==> config.mk <==
export PLATFORM = sky130hd
export DESIGN_NAME = prox_ambient_measure_config
export DESIGN_NICKNAME = d
export VERILOG_FILES = /design/src/rtl/prox_cfg_pkg.sv /design/src/rtl/prox_ambient_measure_config.sv
export SDC_FILE = /design/constraint.sdc
export NUM_CORES = 1
export LEC_CHECK = 0
export ABC_AREA = 1
export BUFFER_PORTS_ARGS = -buffer_cell sky130_fd_sc_hd__buf_2
export CAP_MARGIN = 0
export CELL_PAD_IN_SITES_DETAIL_PLACEMENT = 0
export CELL_PAD_IN_SITES_GLOBAL_PLACEMENT = 1
export CORE_MARGIN = 4
export CORE_UTILIZATION = 38
export CTS_BUF_LIST = sky130_fd_sc_hd__clkbuf_8
export CTS_CLUSTER_SIZE = 12
export DETAILED_ROUTE_END_ITERATION = 10
export PLACE_DENSITY_LB_ADDON = 0.05
export SKIP_LAST_GASP = 1
export SLEW_MARGIN = 20
export SYNTH_ARGS = -nofsm -noshare
export SYNTH_HDL_FRONTEND = slang
export SYNTH_SLANG_ARGS = --single-unit
==> constraint.sdc <==
create_clock -name sys_clk_in -period 2 [get_ports sys_clk_in]
set_input_delay 0.4 -clock sys_clk_in [delete_from_list [all_inputs] [get_ports sys_clk_in]]
set_output_delay 0.4 -clock sys_clk_in [all_outputs]
set_load 0.005 [all_outputs]
==> src/rtl/prox_cfg_pkg.sv <==
/*
 constants and carrier types for the proximity/ambient measurement configuration block.
 assumes a single 20 MHz clock domain and a 32-bit avalon-mm register bus.
*/
package prox_cfg_pkg;
    localparam int          CLK_HZ          = 20_000_000;
    localparam int          ADDR_W          = 4;
    // printed offsets are not multiples of four: byte address is index times four
    localparam logic [7:0]  IDX_LED3        = 8'h03;
    localparam logic [7:0]  IDX_PROX_ALIGN  = 8'h05;
    localparam logic [7:0]  IDX_AMB_ALIGN   = 8'h06;
    localparam logic [7:0]  IDX_INSEL1      = 8'h07;
    localparam logic [7:0]  IDX_CTRL        = 8'h0C;
    localparam logic [7:0]  IDX_RESULT      = 8'h0D;
    localparam logic [7:0]  IDX_STATUS      = 8'h0E;
    localparam logic [7:0]  RST_LED3        = 8'h04;
    localparam logic [7:0]  RST_PROX_ALIGN  = 8'h00;
    localparam logic [7:0]  RST_AMB_ALIGN   = 8'h00;
    localparam logic [7:0]  RST_INSEL1      = 8'h03;
    localparam logic [7:0]  RST_CTRL        = 8'h01;
    localparam logic [7:0]  MASK_LED3       = 8'h07;
    localparam logic [7:0]  MASK_PROX_ALIGN = 8'h70;
    localparam logic [7:0]  MASK_AMB_ALIGN  = 8'h30;
    localparam int          BIT_ALIGN_P3    = 6;
    localparam int          BIT_ALIGN_P2    = 5;
    localparam int          BIT_ALIGN_P1    = 4;
    localparam int          BIT_ALIGN_VIS   = 5;
    localparam int          BIT_ALIGN_IR    = 4;
    localparam int          BIT_CTRL_MODE   = 0;
    localparam logic [7:0]  MUX_SMALL_IR    = 8'h00;
    localparam logic [7:0]  MUX_VISIBLE     = 8'h02;
    localparam logic [7:0]  MUX_LARGE_IR    = 8'h03;
    localparam logic [7:0]  MUX_NO_PD       = 8'h06;
    localparam logic [7:0]  MUX_GROUND      = 8'h25;
    localparam logic [7:0]  MUX_TEMP        = 8'h65;
    localparam logic [7:0]  MUX_SUPPLY      = 8'h75;

    typedef enum logic [2:0] {
        CH_PROX1 = 3'h0,
        CH_PROX2 = 3'h1,
        CH_PROX3 = 3'h2,
        CH_VIS   = 3'h3,
        CH_IR    = 3'h4
    } channel_t;

    typedef struct packed {
        logic       valid;
        channel_t   channel;
        logic [16:0] raw;
    } conversion_t;

    typedef struct packed {
        logic       valid;
        channel_t   channel;
        logic [15:0] value;
    } report_t;
endpackage

==> src/rtl/prox_ambient_measure_config.sv <==
/*
 configuration registers and result alignment for the proximity and ambient
 measurement sequencer: led selection for the third proximity slot, 16-bit
 alignment of 17-bit conversions, and adc input selection for the first slot.
 assumes the sequencer and adc run on sys_clk_in and present one conversion
 per valid pulse; registers are reached over avalon-mm with waitrequest.
*/
// Added by the designer: the Avalon-MM slave port.
`timescale 1ns/1ps
module prox_ambient_measure_config
(
    input  wire logic                         sys_clk_in,
    input  wire logic                         reset_n_in,
    input  wire logic [prox_cfg_pkg::ADDR_W-1:0] avs_address_in,
    input  wire logic                         avs_read_in,
    input  wire logic                         avs_write_in,
    input  wire logic [31:0]                  avs_writedata_in,
    input  wire logic [3:0]                   avs_byteenable_in,
    output logic [31:0]                       avs_readdata_out,
    output logic                              avs_waitrequest_out,
    input  wire logic                         slot_active_in,
    input  wire prox_cfg_pkg::channel_t       slot_channel_in,
    input  wire prox_cfg_pkg::conversion_t    conv_in,
    output logic [2:0]                        led_drive_out,
    output logic [7:0]                        adc_input_out,
    output prox_cfg_pkg::report_t             report_out
);
    typedef enum logic [2:0] {
        BUS_IDLE = 3'b001,
        BUS_ACK  = 3'b010,
        BUS_DONE = 3'b100
    } bus_state_t;

    bus_state_t                   bus_q;
    bus_state_t                   bus_d;
    logic                         wait_q;
    logic [7:0]                   led3_q;
    logic [7:0]                   prox_align_q;
    logic [7:0]                   amb_align_q;
    logic [7:0]                   insel1_q;
    logic [7:0]                   ctrl_q;
    logic [7:0]                   insel_bad_q;
    logic [31:0]                  readdata_q;
    logic [2:0]                   led_q;
    logic [7:0]                   adc_in_q;
    prox_cfg_pkg::report_t        report_q;

    wire [7:0] idx          = {{(8 - prox_cfg_pkg::ADDR_W){1'b0}}, avs_address_in};
    wire       hit_led3     = idx == prox_cfg_pkg::IDX_LED3;
    wire       hit_palign   = idx == prox_cfg_pkg::IDX_PROX_ALIGN;
    wire       hit_aalign   = idx == prox_cfg_pkg::IDX_AMB_ALIGN;
    wire       hit_insel1   = idx == prox_cfg_pkg::IDX_INSEL1;
    wire       hit_ctrl     = idx == prox_cfg_pkg::IDX_CTRL;
    wire       hit_result   = idx == prox_cfg_pkg::IDX_RESULT;
    wire       hit_status   = idx == prox_cfg_pkg::IDX_STATUS;
    // a write lands on the edge where the master sees waitrequest low
    wire       wr_take      = avs_write_in && bus_q == BUS_ACK && avs_byteenable_in[0];
    wire [7:0] wbyte        = avs_writedata_in[7:0];
    wire       raw_mode     = !ctrl_q[prox_cfg_pkg::BIT_CTRL_MODE];

    // legal input codes per mode; a bad code is flagged, not blocked
    wire code_normal = insel1_q == prox_cfg_pkg::MUX_LARGE_IR ||
                       insel1_q == prox_cfg_pkg::MUX_SMALL_IR;
    wire code_raw    = code_normal ||
                       insel1_q == prox_cfg_pkg::MUX_VISIBLE ||
                       insel1_q == prox_cfg_pkg::MUX_NO_PD ||
                       insel1_q == prox_cfg_pkg::MUX_GROUND ||
                       insel1_q == prox_cfg_pkg::MUX_TEMP ||
                       insel1_q == prox_cfg_pkg::MUX_SUPPLY;
    wire code_ok     = raw_mode ? code_raw : code_normal;

    logic [31:0] rd_word;
    always_comb
    begin
        rd_word = 32'h0000_0000;
        if (hit_led3)
        begin
            rd_word[7:0] = led3_q;
        end
        else if (hit_palign)
        begin
            rd_word[7:0] = prox_align_q;
        end
        else if (hit_aalign)
        begin
            rd_word[7:0] = amb_align_q;
        end
        else if (hit_insel1)
        begin
            rd_word[7:0] = insel1_q;
        end
        else if (hit_ctrl)
        begin
            rd_word[7:0] = ctrl_q;
        end
        else if (hit_result)
        begin
            rd_word[15:0] = report_q.value;
        end
        else if (hit_status)
        begin
            rd_word[7:0] = insel_bad_q;
        end
    end

    // per-channel alignment choice
    logic align_low;
    always_comb
    begin
        case (conv_in.channel)
            prox_cfg_pkg::CH_PROX1: align_low = prox_align_q[prox_cfg_pkg::BIT_ALIGN_P1];
            prox_cfg_pkg::CH_PROX2: align_low = prox_align_q[prox_cfg_pkg::BIT_ALIGN_P2];
            prox_cfg_pkg::CH_PROX3: align_low = prox_align_q[prox_cfg_pkg::BIT_ALIGN_P3];
            prox_cfg_pkg::CH_VIS:   align_low = amb_align_q[prox_cfg_pkg::BIT_ALIGN_VIS];
            prox_cfg_pkg::CH_IR:    align_low = amb_align_q[prox_cfg_pkg::BIT_ALIGN_IR];
            default:                align_low = 1'b0;
        endcase
    end

    wire [15:0] aligned = align_low ? conv_in.raw[15:0] : conv_in.raw[16:1];

    // led drive only in the third slot and never in raw mode
    wire [2:0] led_next = (slot_active_in && slot_channel_in == prox_cfg_pkg::CH_PROX3
                           && !raw_mode) ? led3_q[2:0] : 3'b000;

    // one wait cycle then the ack; done state forces release before the next request
    always_comb
    begin
        case (bus_q)
            BUS_IDLE: bus_d = (avs_read_in || avs_write_in) ? BUS_ACK : BUS_IDLE;
            BUS_ACK:  bus_d = BUS_DONE;
            BUS_DONE: bus_d = BUS_IDLE;
            default:  bus_d = BUS_IDLE;
        endcase
    end

    always_ff @(posedge sys_clk_in or negedge reset_n_in)
    begin
        if (!reset_n_in)
        begin
            bus_q <= BUS_IDLE;
        end
        else
        begin
            bus_q <= bus_d;
        end
    end

    // waitrequest is registered from the next state so the port leaves a flip-flop
    always_ff @(posedge sys_clk_in or negedge reset_n_in)
    begin
        if (!reset_n_in)
        begin
            wait_q <= 1'b1;
        end
        else
        begin
            wait_q <= bus_d != BUS_ACK;
        end
    end

    // read data is captured on the edge that leaves idle and stands through the ack cycle
    always_ff @(posedge sys_clk_in or negedge reset_n_in)
    begin
        if (!reset_n_in)
        begin
            readdata_q <= 32'h0000_0000;
        end
        else if (bus_q == BUS_IDLE && avs_read_in)
        begin
            readdata_q <= rd_word;
        end
    end

    // reserved bits are masked off on write and read back as zero
    always_ff @(posedge sys_clk_in or negedge reset_n_in)
    begin
        if (!reset_n_in)
        begin
            led3_q <= prox_cfg_pkg::RST_LED3;
        end
        else if (wr_take && hit_led3)
        begin
            led3_q <= wbyte & prox_cfg_pkg::MASK_LED3;
        end
    end

    always_ff @(posedge sys_clk_in or negedge reset_n_in)
    begin
        if (!reset_n_in)
        begin
            prox_align_q <= prox_cfg_pkg::RST_PROX_ALIGN;
        end
        else if (wr_take && hit_palign)
        begin
            prox_align_q <= wbyte & prox_cfg_pkg::MASK_PROX_ALIGN;
        end
    end

    always_ff @(posedge sys_clk_in or negedge reset_n_in)
    begin
        if (!reset_n_in)
        begin
            amb_align_q <= prox_cfg_pkg::RST_AMB_ALIGN;
        end
        else if (wr_take && hit_aalign)
        begin
            amb_align_q <= wbyte & prox_cfg_pkg::MASK_AMB_ALIGN;
        end
    end

    always_ff @(posedge sys_clk_in or negedge reset_n_in)
    begin
        if (!reset_n_in)
        begin
            insel1_q <= prox_cfg_pkg::RST_INSEL1;
        end
        else if (wr_take && hit_insel1)
        begin
            insel1_q <= wbyte;
        end
    end

    always_ff @(posedge sys_clk_in or negedge reset_n_in)
    begin
        if (!reset_n_in)
        begin
            ctrl_q <= prox_cfg_pkg::RST_CTRL;
        end
        else if (wr_take && hit_ctrl)
        begin
            ctrl_q <= {7'h00, wbyte[prox_cfg_pkg::BIT_CTRL_MODE]};
        end
    end

    always_ff @(posedge sys_clk_in or negedge reset_n_in)
    begin
        if (!reset_n_in)
        begin
            led_q <= 3'b000;
        end
        else
        begin
            led_q <= led_next;
        end
    end

    // the adc code trails the register by one cycle, so it is always settled
    always_ff @(posedge sys_clk_in or negedge reset_n_in)
    begin
        if (!reset_n_in)
        begin
            adc_in_q <= prox_cfg_pkg::RST_INSEL1;
        end
        else
        begin
            adc_in_q <= insel1_q;
        end
    end

    // a bad code is only reported, so raw experiments stay possible
    always_ff @(posedge sys_clk_in or negedge reset_n_in)
    begin
        if (!reset_n_in)
        begin
            insel_bad_q <= 8'h00;
        end
        else
        begin
            insel_bad_q <= {7'h00, !code_ok};
        end
    end

    // one pulse per conversion; the value holds so the host can read it back
    always_ff @(posedge sys_clk_in or negedge reset_n_in)
    begin
        if (!reset_n_in)
        begin
            report_q <= '0;
        end
        else
        begin
            report_q.valid   <= conv_in.valid;
            report_q.channel <= conv_in.channel;
            if (conv_in.valid)
            begin
                report_q.value <= aligned;
            end
        end
    end

    assign avs_readdata_out    = readdata_q;
    assign avs_waitrequest_out = wait_q;
    assign led_drive_out       = led_q;
    assign adc_input_out       = adc_in_q;
    assign report_out          = report_q;
endmodule

Word-level counts from Yosys, hierarchy flattened
Cells that the tools add are included.
{"block": "classes", "n_eq_ne": 21, "muxes": 19, "n_reduce_logical": 20}
{"op": "8-bit two-way mux", "n": 12}
{"op": "8-bit by 2-bit equality test with 1-bit output (second input constant)", "n": 2}
{"op": "8-bit by 7-bit equality test with 1-bit output (second input constant)", "n": 2}
{"op": "16-bit two-way mux", "n": 1}
{"op": "3-bit by 2-bit equality test with 1-bit output (second input constant)", "n": 4}
{"op": "4-bit by 3-bit equality test with 1-bit output (second input constant)", "n": 3}
{"op": "4-bit equality test (second input constant)", "n": 3}
{"op": "1-bit logical AND", "n": 10}
{"op": "8-bit by 3-bit equality test with 1-bit output (second input constant)", "n": 1}
{"op": "8-bit by 6-bit equality test with 1-bit output (second input constant)", "n": 1}
{"op": "8-bit zero test", "n": 1}
{"op": "1-bit logical OR", "n": 7}
{"op": "3-bit by 1-bit equality test with 1-bit output (second input constant)", "n": 2}
{"op": "3-bit case mux with 2 select lines", "n": 1}
{"op": "1-bit case mux with 5 select lines", "n": 1}
{"op": "4-bit by 2-bit equality test with 1-bit output (second input constant)", "n": 1}
{"op": "3-bit equality test (second input constant)", "n": 1}
{"op": "3-bit zero test", "n": 1}
{"op": "3-bit two-way mux", "n": 1}
{"op": "3-bit by 2-bit != test with 1-bit output (second input constant)", "n": 1}
{"op": "1-bit two-way mux", "n": 2}
{"op": "2-bit two-way mux", "n": 1}
{"op": "1-bit zero test", "n": 1}
{"block": "totals", "ff_bits": 69, "word_cells": 74}

Logic depth before layout (Yosys ltp)
Gate-level depths: netlist (run 1).
{"block": "logic_depth", "word_depth": 9, "mapped_depth": 10, "depth_no_buf": 9}

Worst setup path before layout (run 1)
No wires, ideal clock.
{"block": "synth_path", "path_kind": "flip-flop to flip-flop", "startpoint": "register bus_q[0]", "endpoint": "register readdata_q[5] (netlist: avs_readdata_out[5])", "setup_ns": 0.120, "arrival_ns": 1.227, "required_time_ns": 1.880, "path_slack_ns": 0.652, "stages_incl_launch_ff": 9, "path_cell_list": "dfstp_2 > inv_1 > nor2_1 > nand2_1 > nor2_1 > inv_2 > buf_2 > nand2_1 > nand2_1"}
{"block": "synth_via", "elab_chain_cells": 2}
{"item": "from (decl)", "line": "prox_ambient_measure_config.sv:34", "rtl": "bus_state_t bus_q;"}
{"item": "from (signal assigned)", "line": "prox_ambient_measure_config.sv:145", "rtl": "bus_q <= bus_d;"}
{"item": "3-bit by 1-bit equality test with 1-bit output", "line": "prox_ambient_measure_config.sv:169", "rtl": "else if (bus_q == BUS_IDLE && avs_read_in)"}
{"item": "1-bit logical AND", "line": "prox_ambient_measure_config.sv:169"}
{"item": "to (signal assigned)", "line": "prox_ambient_measure_config.sv:171", "rtl": "readdata_q <= rd_word;"}
{"item": "to (decl)", "line": "prox_ambient_measure_config.sv:43", "rtl": "logic [31:0] readdata_q;"}
Every way passes these cells.
A chain may end at the register's enable or synchronous reset.

Worst setup path after layout (run 1)
{"block": "layout_path", "startpoint": "register bus_q[0]", "endpoint": "register readdata_q[0] (netlist: avs_readdata_out[0])"}
Same word-level chain as after synthesis.

==> results.json, run 1 <==
{
  "clockBufferDepth": 2,
  "row_count": 33,
  "drive_above_1_share_pct": 29.0,
  "period_share_pct": 75.4,
  "grt_max_degree": 70,
  "postSynthCellCount": 396,
  "cp-end-kind": "register",
  "vdd_drop_max_uv": 367,
  "fp.dieW_um": 101,
  "io_buffers": 89,
  "clk_root_buffer_cell": "clkbuf_8",
  "netlist_area_um2": 3300,
  "skew_ps": 8.93,
  "dp_hpwl_um": 5940,
  "setup_ws_ps": 493,
  "p_per_area_nw_per_um2": 927,
  "cp-start-kind": "register",
  "layout.nets": 557,
  "cp_num_buf_inv": 2,
  "die_y_um": 101,
  "drc": 0,
  "slowest_stage": "dfstp_2",
  "via_count": 2684,
  "avgViaCountPerCell": 4.49,
  "drt_iter0_markers": 117,
  "path_class": "register to register",
  "cts_resized": 0,
  "cts_tree": "built",
  "rsz0062_at_grt": "no",
  "status": "finished clean",
  "finalPower_mw": 3.71,
  "fmax_mhz": 663,
  "hold_class": "primary input to async pin",
  "grt_pass1_wl_um": 12800,
  "track_usage_pct": 16.0,
  "clock-sinks": 69,
  "synth_cell_type_count": 29,
  "place_congestion": 0.860,
  "wl_per_cell_um": 13.1,
  "clkLatencyLatePin_ps": 330,
  "antenna_cells": 0,
  "start_util_pct": 39.5,
  "arrival_ps": 1730,
  "grt_pass1_vias": 2555,
  "finalSetupTns_ps": 0,
  "slew_viol_final": 0,
  "yosysSeqAreaShare_pct": 52.7,
  "clkTransAtPathRegs_ps": 80,
  "cts_hold_buf": 0,
  "r2r_start": "bus_q[0]",
  "path_cells": "inv_1, nor2_1, nand2_1, nor2_1, inv_2, a21oi_1, a21oi_1",
  "synth_area_per_cell_um2": 8.32,
  "setup_viol": 0,
  "die_area_um2": 10200,
  "core_area_um2": 8340,
  "startpoint": "bus_q[0]",
  "crit_required_ps": 2220,
  "drt-pass1-iter-count": 4,
  "ant_nets": 0,
  "dp_slack_ps": 410,
  "min_period_ps": 1510,
  "synth_seq_cells": 69,
  "cp_max_fo": 19,
  "critical-path-max-stage-delay_ps": 520,
  "h-tree-depth": 3,
  "post_cts_buffers": 0,
  "grt_overflow_total": 0,
  "crit_family": "flip-flops",
  "area_growth_pct": 21.4,
  "maxCapViolations": 0,
  "ys_warn_count": 0,
  "pin_count": 133,
  "r2r_slack_ps": 490,
  "drt_wl_total_um": 7860,
  "antenna_found_initial": 0,
  "cellLeakagePower_nw": 2.24,
  "hold_viol": 0,
  "cts_buffers": 9
}
==> cell families after synthesis <==
logic type / count (synthesis) / share of synthesized area (%)
compound gates: 41 / 7.25
buf+inv: 85 / 12.4
flops: 69 / 52.7
other cells: 1 / 0.114
simple gates: 200 / 27.5
==> per-stage QoR <==
step | instance area [um^2] | hold WS (ps) | util, % | cells
floorplan | 3350 | 104 | - | 411
global placement | 3780 | 376 | 45.3 | 582
CTS | 4000 | 88.6 | 48.0 | 598
detailed placement | 3780 | 379 | 45.3 | 582
global route | 4000 | 110 | 48.0 | 598
finish | 4000 | 78.2 | 48.0 | 598
==> area by class of cell <==
cell class | instances | area [um^2]
sequential | 69 | 1740
clock inverter | 6 | 86.3
tap | 105 | 131
timing repair buffer | 92 | 480
inverter | 59 | 221
multi-input combinational | 257 | 1210
clock buffer | 10 | 138
fill | 861 | 4340
==> placed cells by master, fill, tap and decap left out, types with 5 or more instances in the layout <==
master	instances
o21ai_1	9
clkbuf_8	10
o21ai_0	14
o21ai_2	6
nor2_1	11
nand2_1	122
dfstp_2	8
conb_1	16
inv_1	56
a21oi_1	8
dfrtp_1	61
nand2_2	5
buf_2	89
nand3_1	47
==> flip-flops by register name, summed over array words and instances, names as in the netlist <==
| name | count |
|---|---|
| prox_align_q | 3 |
| avs_waitrequest_out | 1 |
| amb_align_q | 2 |
| adc_input_out | 8 |
| bus_q | 3 |
| insel_bad_q | 1 |
| report_out | 20 |
| led_drive_out | 3 |
| led3_q | 3 |
| avs_readdata_out | 16 |
| ctrl_q | 1 |
| insel1_q | 8 |
==> synthesized netlist by cell type <==
master / number / area [um^2]
nand4_2: 1 / 12.5
buf_4: 16 / 120
o21ai_2: 6 / 52.6
buf_6: 3 / 33.8
o21ai_0: 14 / 70.1
nor2_2: 1 / 6.26
buf_2: 6 / 30.0
a21oi_2: 2 / 17.5
o21ai_1: 9 / 45.0
or2_2: 1 / 6.26
dfstp_2: 8 / 210
nor3_2: 1 / 10.0
dfrtp_1: 61 / 1530
conb_1: 1 / 3.75
nor2_4: 3 / 33.8
inv_2: 3 / 11.3
a31oi_1: 1 / 6.26
nor2_1: 11 / 41.3
nor3_4: 1 / 16.3
a21oi_1: 8 / 40.0
nand2_2: 5 / 31.3
nand4_1: 2 / 12.5
o21bai_1: 1 / 7.51
nor3_1: 2 / 10.0
nand2_4: 3 / 33.8
clkbuf_1: 1 / 3.75
inv_1: 56 / 210
nand3_1: 47 / 235
nand2_1: 122 / 458
==> routing by layer <==
| metal | global-route usage, % | up-vias | part of all wire [%] |
|---|---|---|---|
| met5 | 0 | - | 0 |
| met4 | 6.44 | 0 | 1.6 |
| met3 | 2.98 | 9 | 6.2 |
| met2 | 24.5 | 89 | 45 |
| met1 | 22.5 | 1198 | 47 |
| li1 | - | 1388 | - |
==> worst paths after layout <==
| check | end | cells past startpoint |
|---|---|---|
| worst min register to register | adc_input_out[0] | 0 |
| worst max register to register | avs_readdata_out[0] | 7 |
| worst max-delay path | avs_readdata_out[0] | 7 |
| min in group sys_clk_in | report_out[17] | 1 |
| max in group asynchronous | insel1_q[1] | 2 |
| worst min-delay path | insel1_q[4] | 2 |
==> power by group <==
| part | total [mW] | switching [mW] | internal (mW) |
|---|---|---|---|
| combinational | 0.713 | 0.441 | 0.272 |
| sequential | 1.75 | 0.126 | 1.62 |
| clock | 1.25 | 0.515 | 0.734 |
No activity file was read; power rests on OpenSTA's default activity.
==> run 2: changes to the inputs <==
--- a/config.mk
+++ b/config.mk
@@ -5,13 +5,13 @@
 export SDC_FILE = /design/constraint.sdc
 export NUM_CORES = 1
 export LEC_CHECK = 0
-export ABC_AREA = 1
+export ABC_AREA = 0
 export BUFFER_PORTS_ARGS = -buffer_cell sky130_fd_sc_hd__buf_2
 export CAP_MARGIN = 0
 export CELL_PAD_IN_SITES_DETAIL_PLACEMENT = 0
 export CELL_PAD_IN_SITES_GLOBAL_PLACEMENT = 1
 export CORE_MARGIN = 4
-export CORE_UTILIZATION = 38
+export CORE_UTILIZATION = 33
 export CTS_BUF_LIST = sky130_fd_sc_hd__clkbuf_8
 export CTS_CLUSTER_SIZE = 12
 export DETAILED_ROUTE_END_ITERATION = 10
==> constraint.sdc (replaced) <==
create_clock -name sys_clk_in -period 1.2 [get_ports sys_clk_in]
set_input_delay 0.24 -clock sys_clk_in [delete_from_list [all_inputs] [get_ports sys_clk_in]]
set_output_delay 0.24 -clock sys_clk_in [all_outputs]
set_load 0.005 [all_outputs]
==> run 2 against run 1 <==
  * The run now ends with setup timing left
  * Clock-buffer cell count up 1
  * Highest routed layer unchanged
  * First-iteration DRC count down 22%
  * Register-to-register slack worse by 880 ps
  * Largest cell class unchanged
  * Maximum frequency down 5.2%
  * Critical path type unchanged
  * Worst hold slack worse by 4.9 ps
  * Total power up 74%
==> results.json, run 2 <==
{
  "ys_warn_count": 0,
  "dp_slack_ps": -461,
  "violations": "setup timing",
  "finalSetupTns_ps": -12050,
  "synth_area_per_cell_um2": 11.2,
  "cp_num_buf_inv": 1,
  "cts_buffers": 9,
  "synth_edf_count": 0,
  "cp-start-kind": "register",
  "rsz0062_at_grt": "yes",
  "netlist_area_um2": 3130,
  "drt_iter0_markers": 91,
  "critical-path-max-stage-delay_ps": 420,
  "grt_pass1_wl_um": 14800,
  "finalPower_mw": 6.43,
  "setup_viol": 49,
  "synth_seq_cells": 69,
  "grt_max_degree": 70,
  "finalNonFillerCells": 556,
  "fp.dieW_um": 105,
  "setup_ws_ps": -389,
  "drt_wl_total_um": 9540,
  "postLayoutCoreUtil_pct": 49.7,
  "clk_root_buffer_cell": "clkbuf_8",
  "slowest_stage": "dfrtp_1",
  "drc": 0,
  "place_congestion": 0.795,
  "layout.nets": 491,
  "hold_viol": 0,
  "clockBufferDepth": 2,
  "crit_family": "simple AND/OR/NAND/NOR gates",
  "globalRouteMet2Util_pct": 28.7,
  "track_usage_pct": 17.1,
  "cp_max_fo": 5,
  "area_growth_pct": 46.9,
  "postSynthCellCount": 279,
  "final_common_cell": "buf_2",
  "die_y_um": 105,
  "busiest_layer": "met2",
  "synth.area.top_cells": "dfrtp_1 (49%), dfstp_2 (6.7%), mux2_2 (6.5%)",
  "drt-pass1-iter-count": 4,
  "synth_cell_type_count": 43,
  "clkLatencyLatePin_ps": 340,
  "row_count": 35,
  "status": "finished, violations left",
  "largest_reg_flops": 20,
  "grtUsageMet3_pct": 4.41,
  "arrival_ps": 1810,
  "yosysSeqAreaShare_pct": 55.5,
  "grt_pass1_vias": 2762,
  "drive_above_1_share_pct": 55.3,
  "path_cells": "nor3b_4, nand3_4, nor3_4, buf_4, mux2_2",
  "io_buffers": 89,
  "grt_use_met1_pct": 21.7,
  "period_share_pct": 132,
  "ys_async_sr_fraction_pct": 100,
  "wl_per_cell_um": 17.1,
  "dp.cells": 527,
  "hold_class": "primary input to register",
  "start_util_pct": 33.9,
  "clock-sinks": 69,
  "crit_required_ps": 1420,
  "min_period_ps": 1590,
  "synth_top_area_share_pct": 48.8,
  "grt_overflow_total": 0,
  "slew_viol_final": 0,
  "avgViaCountPerCell": 4.82,
  "core_area_um2": 9240,
  "synth.most_common_cell": "dfrtp_1",
  "fmax_mhz": 629,
  "p_per_area_nw_per_um2": 1400,
  "synth_top_flop_cell": "dfrtp_1",
  "cp-end-kind": "register",
  "antenna_cells": 0,
  "die_area_um2": 11100,
  "via_count": 2682,
  "yosysTopAreaCell": "dfrtp_1",
  "ant_nets": 0,
  "skew_ps": 12.0,
  "maxCapViolations": 0,
  "antenna_found_initial": 0,
  "path_class": "register to register",
  "clkTransAtPathRegs_ps": 80,
  "h-tree-depth": 3,
  "cts_tree": "built",
  "vdd_drop_max_uv": 543,
  "pin_count": 133,
  "dp_hpwl_um": 6470,
  "layout_common_cells": "buf_2 (88), dfrtp_1 (61), buf_4 (42)",
  "cellLeakagePower_nw": 2.25,
  "synth.top_cells.by_count": "dfrtp_1 (61), nor2_1 (26), o21ai_0 (20)"
}
[run 2: cell types whose count changed in the layout (fill, tap and decap cells not counted), moves of 8 or more]
| cell | change |
|---|---|
| nand2_1 | -115 |
| inv_1 | -51 |
| nand3_1 | -44 |
| buf_4 | +40 |
| a31oi_1 | +16 |
| nand3_2 | +15 |
| nor2_1 | +14 |
| mux2_4 | +12 |
| o21ai_0 | -9 |
| a22o_1 | +8 |
| o21ai_2 | +8 |
[run 2: power breakdown]
group          total (mW)  switching (mW)  internal [mW]  leakage [nW]
clock                1.74           0.897          0.846        0.0963
sequential           2.96           0.240           2.72         0.867
combinational        1.74           0.820          0.916          1.29
[run 2: metrics by stage]
stage	hold WS (ps)	area, um^2
floorplan	-55.6	3250
CTS	53.3	4480
global placement	298	4030
detailed placement	300	4030
global route	57.6	4600
finish	73.3	4600
[run 2: final timing paths]
path / cells after the start / from / slack, ps / end
max: 5 / bus_q[2] / -390 / insel1_q[5]
min: 1 / conv_in[20] / 70 / report_out[19]
max reg2reg: 5 / bus_q[2] / -390 / insel1_q[5]
min reg2reg: 0 / insel1_q[4] / 430 / adc_input_out[4]
max in group asynchronous: 3 / reset_n_in / 410 / led3_q[2]
min in group asynchronous: 3 / reset_n_in / 460 / bus_q[1]
[run 2: layer usage]
metal | share of wire (%) | up-vias
li1 | - | 1274
met1 | 44 | 1327
met2 | 50 | 75
met3 | 5.4 | 6
met4 | 0.76 | 0
met5 | 0 | -
[run 2: cells by family after synthesis]
group	share of synthesized area [%]
DFF	55.5
AOI/OAI and AO/OA	15.4
muxes	7.12
other	0.120
buffers and inverters	7.28
and+or+nand+nor	14.6
[run 2: repair_timing]
item,4_1_cts,5_1_grt
setup buffers,8,5
endpoints found under the hold margin,61,0
pin swaps,34,35
gates cloned,2,1
gates resized for setup,42,28
hold buffers,1,0
endpoints found under the setup margin,57,57
[run 2: cell type report]
type,instances,area (um^2)
fillers,871,4640
flip-flops and latches,69,1740
multi-input cells,195,1560
repair buffers,143,945
well taps,129,161
clock buffers,11,151
clock inverters,5,26.3
inverters,4,15.0
==> run 3: changes to the inputs <==
--- a/config.mk
+++ b/config.mk
@@ -15,7 +15,8 @@
 export CTS_BUF_LIST = sky130_fd_sc_hd__clkbuf_8
 export CTS_CLUSTER_SIZE = 12
 export DETAILED_ROUTE_END_ITERATION = 10
-export PLACE_DENSITY_LB_ADDON = 0.05
+export PLACE_DENSITY_LB_ADDON = 0.08
+export SETUP_SLACK_MARGIN = 0.3
 export SKIP_LAST_GASP = 1
 export SLEW_MARGIN = 20
 export SYNTH_ARGS = -nofsm -noshare
==> run 3 against run 2 <==
  * The flow still finishes with violations (setup timing)
  * Clock skew is 4.9 ps lower
  * Utilization rose by 2.8 points
  * Global-route usage about the same
  * Clock power is 24% higher
  * Via count grew 2.9%
  * Flip-flop and latch count unchanged
  * Combinational power up 12%
  * Worst hold slack got worse by 27 ps
  * Clock-buffer cell count down 1
  * Final cell count up 3.6%
  * Critical path type unchanged
  * Largest power group unchanged
==> results.json, run 3 (synthesized netlist as in run 2, its figures left out) <==
{
  "status": "finished, violations left",
  "violations": "setup timing",
  "hold_ws_ps": 46.5,
  "clock-sinks": 69,
  "clkTransAtPathRegs_ps": 80,
  "hold_class": "primary input to register",
  "cts_buffers": 9,
  "cts_tree": "built",
  "r2r_slack_ps": -370,
  "drive_above_1_share_pct": 57.7,
  "drc": 0,
  "layout.nets": 511,
  "skew_ps": 7.06,
  "fill_cells": 862,
  "cellLeakagePower_nw": 2.40,
  "worst-path-stages": 5,
  "postLayoutCoreUtil_pct": 52.6,
  "row_count": 35,
  "track_usage_pct": 17.1,
  "hold_viol": 0,
  "r2r_start": "bus_q[2]",
  "antenna_cells": 0,
  "final_common_cell": "buf_2",
  "start_util_pct": 33.9,
  "drt_iter0_markers": 92,
  "period_share_pct": 131,
  "io_buffers": 89,
  "via_count": 2760,
  "vdd_drop_max_uv": 574,
  "maxCapViolations": 0,
  "avgViaCountPerCell": 4.79,
  "holdPathStages": 1,
  "clk_root_buffer_cell": "clkbuf_8",
  "setup_ws_ps": -373,
  "clkLatencyLatePin_ps": 340,
  "grt_overflow_total": 0,
  "fp.dieW_um": 105,
  "cp_num_buf_inv": 1,
  "place_congestion": 0.731,
  "layout_common_cells": "buf_2 (87), dfrtp_1 (61), buf_4 (59)",
  "die_y_um": 105,
  "ant_nets": 0,
  "cp-end-kind": "register",
  "setup_viol": 51,
  "critical-path-max-stage-delay_ps": 410,
  "largest_reg_flops": 20,
  "arrival_ps": 1800,
  "min-delay-start": "conv_in[19]",
  "clockBufferDepth": 2,
  "path_cells": "nor3b_4, nand3_4, nor3_4, buf_4, mux2_2",
  "grt_max_degree": 43,
  "p_per_area_nw_per_um2": 1450,
  "min_period_ps": 1570,
  "cp_max_fo": 5,
  "path_class": "register to register",
  "area_growth_pct": 55.3,
  "rsz0062_at_grt": "yes",
  "slowest_stage": "dfrtp_1",
  "grt_pass1_vias": 2743,
  "wl_per_cell_um": 16.1,
  "relSlewSlack_pct": 67.5,
  "dp_hpwl_um": 6510,
  "die_area_um2": 11100,
  "slew_viol_final": 0,
  "crit_family": "simple AND/OR/NAND/NOR gates",
  "crit_required_ps": 1430,
  "tightest_slew_ps": 480,
  "drt-pass1-iter-count": 4,
  "fmax_mhz": 636,
  "cp-start-kind": "register",
  "core_area_um2": 9240,
  "grt_pass1_wl_um": 14900,
  "pin_count": 133,
  "ff2ff_path_depth": 5,
  "startpoint": "bus_q[2]",
  "antenna_found_initial": 0,
  "drt_wl_total_um": 9300,
  "h-tree-depth": 3
}
-- run 3: power by group --
group | internal [mW] | switching [mW] | total, mW | leakage (nW)
logic | 1.11 | 0.845 | 1.95 | 1.42
registers | 2.71 | 0.221 | 2.94 | 0.867
clock network | 1.22 | 0.923 | 2.15 | 0.112
-- run 3: final timing paths --
path | end
setup / recovery | insel1_q[6]
hold / removal | report_out[18]
setup reg to reg | insel1_q[6]
hold reg to reg | adc_input_out[3]
max in group asynchronous | led3_q[2]
min in group asynchronous | led3_q[0]
-- run 3: timing repair --
item	4_1_cts	5_1_grt
pin swaps	39	16
endpoints found under the setup margin	101	103
gates resized for setup	37	15
gates cloned	2	0
buffers inserted	22	9
endpoints found under the hold margin	25	0
hold buffers	1	0
-- run 3: layer usage --
layer	vias up	global-route usage, %	share of wire (%)
met5	-	0	0
met4	0	5.44	1.1
met3	10	4.04	5.8
met2	81	26.8	48
met1	1355	23.4	45
li1	1314	-	-
-- run 3: cell type report --
| cell class | count | area [um^2] | area share (%) |
|---|---|---|---|
| Multi-Input combinational cell | 193 | 1510 | 31.1 |
| Inverter | 4 | 15.0 | 0.309 |
| Tap cell | 129 | 161 | 3.32 |
| Clock buffer | 10 | 138 | 2.83 |
| Sequential cell | 69 | 1740 | 35.8 |
| Clock inverter | 6 | 86.3 | 1.78 |
| Timing Repair Buffer | 165 | 1210 | 24.9 |
-- run 3: stage by stage --
step	setup WS, ps	instance area [um^2]	total power [mW]	TNS [ps]	instances
6_report	-373	4860	7.03	-12460	576
5_1_grt	-465	4860	7.46	-16680	576
4_1_cts	-405	4720	6.98	-14970	567
3_5_place_dp	-436	4060	4.56	-14820	526
3_3_place_gp	-406	4060	4.54	-14050	526
2_1_floorplan	-306	3270	3.70	-9870	294
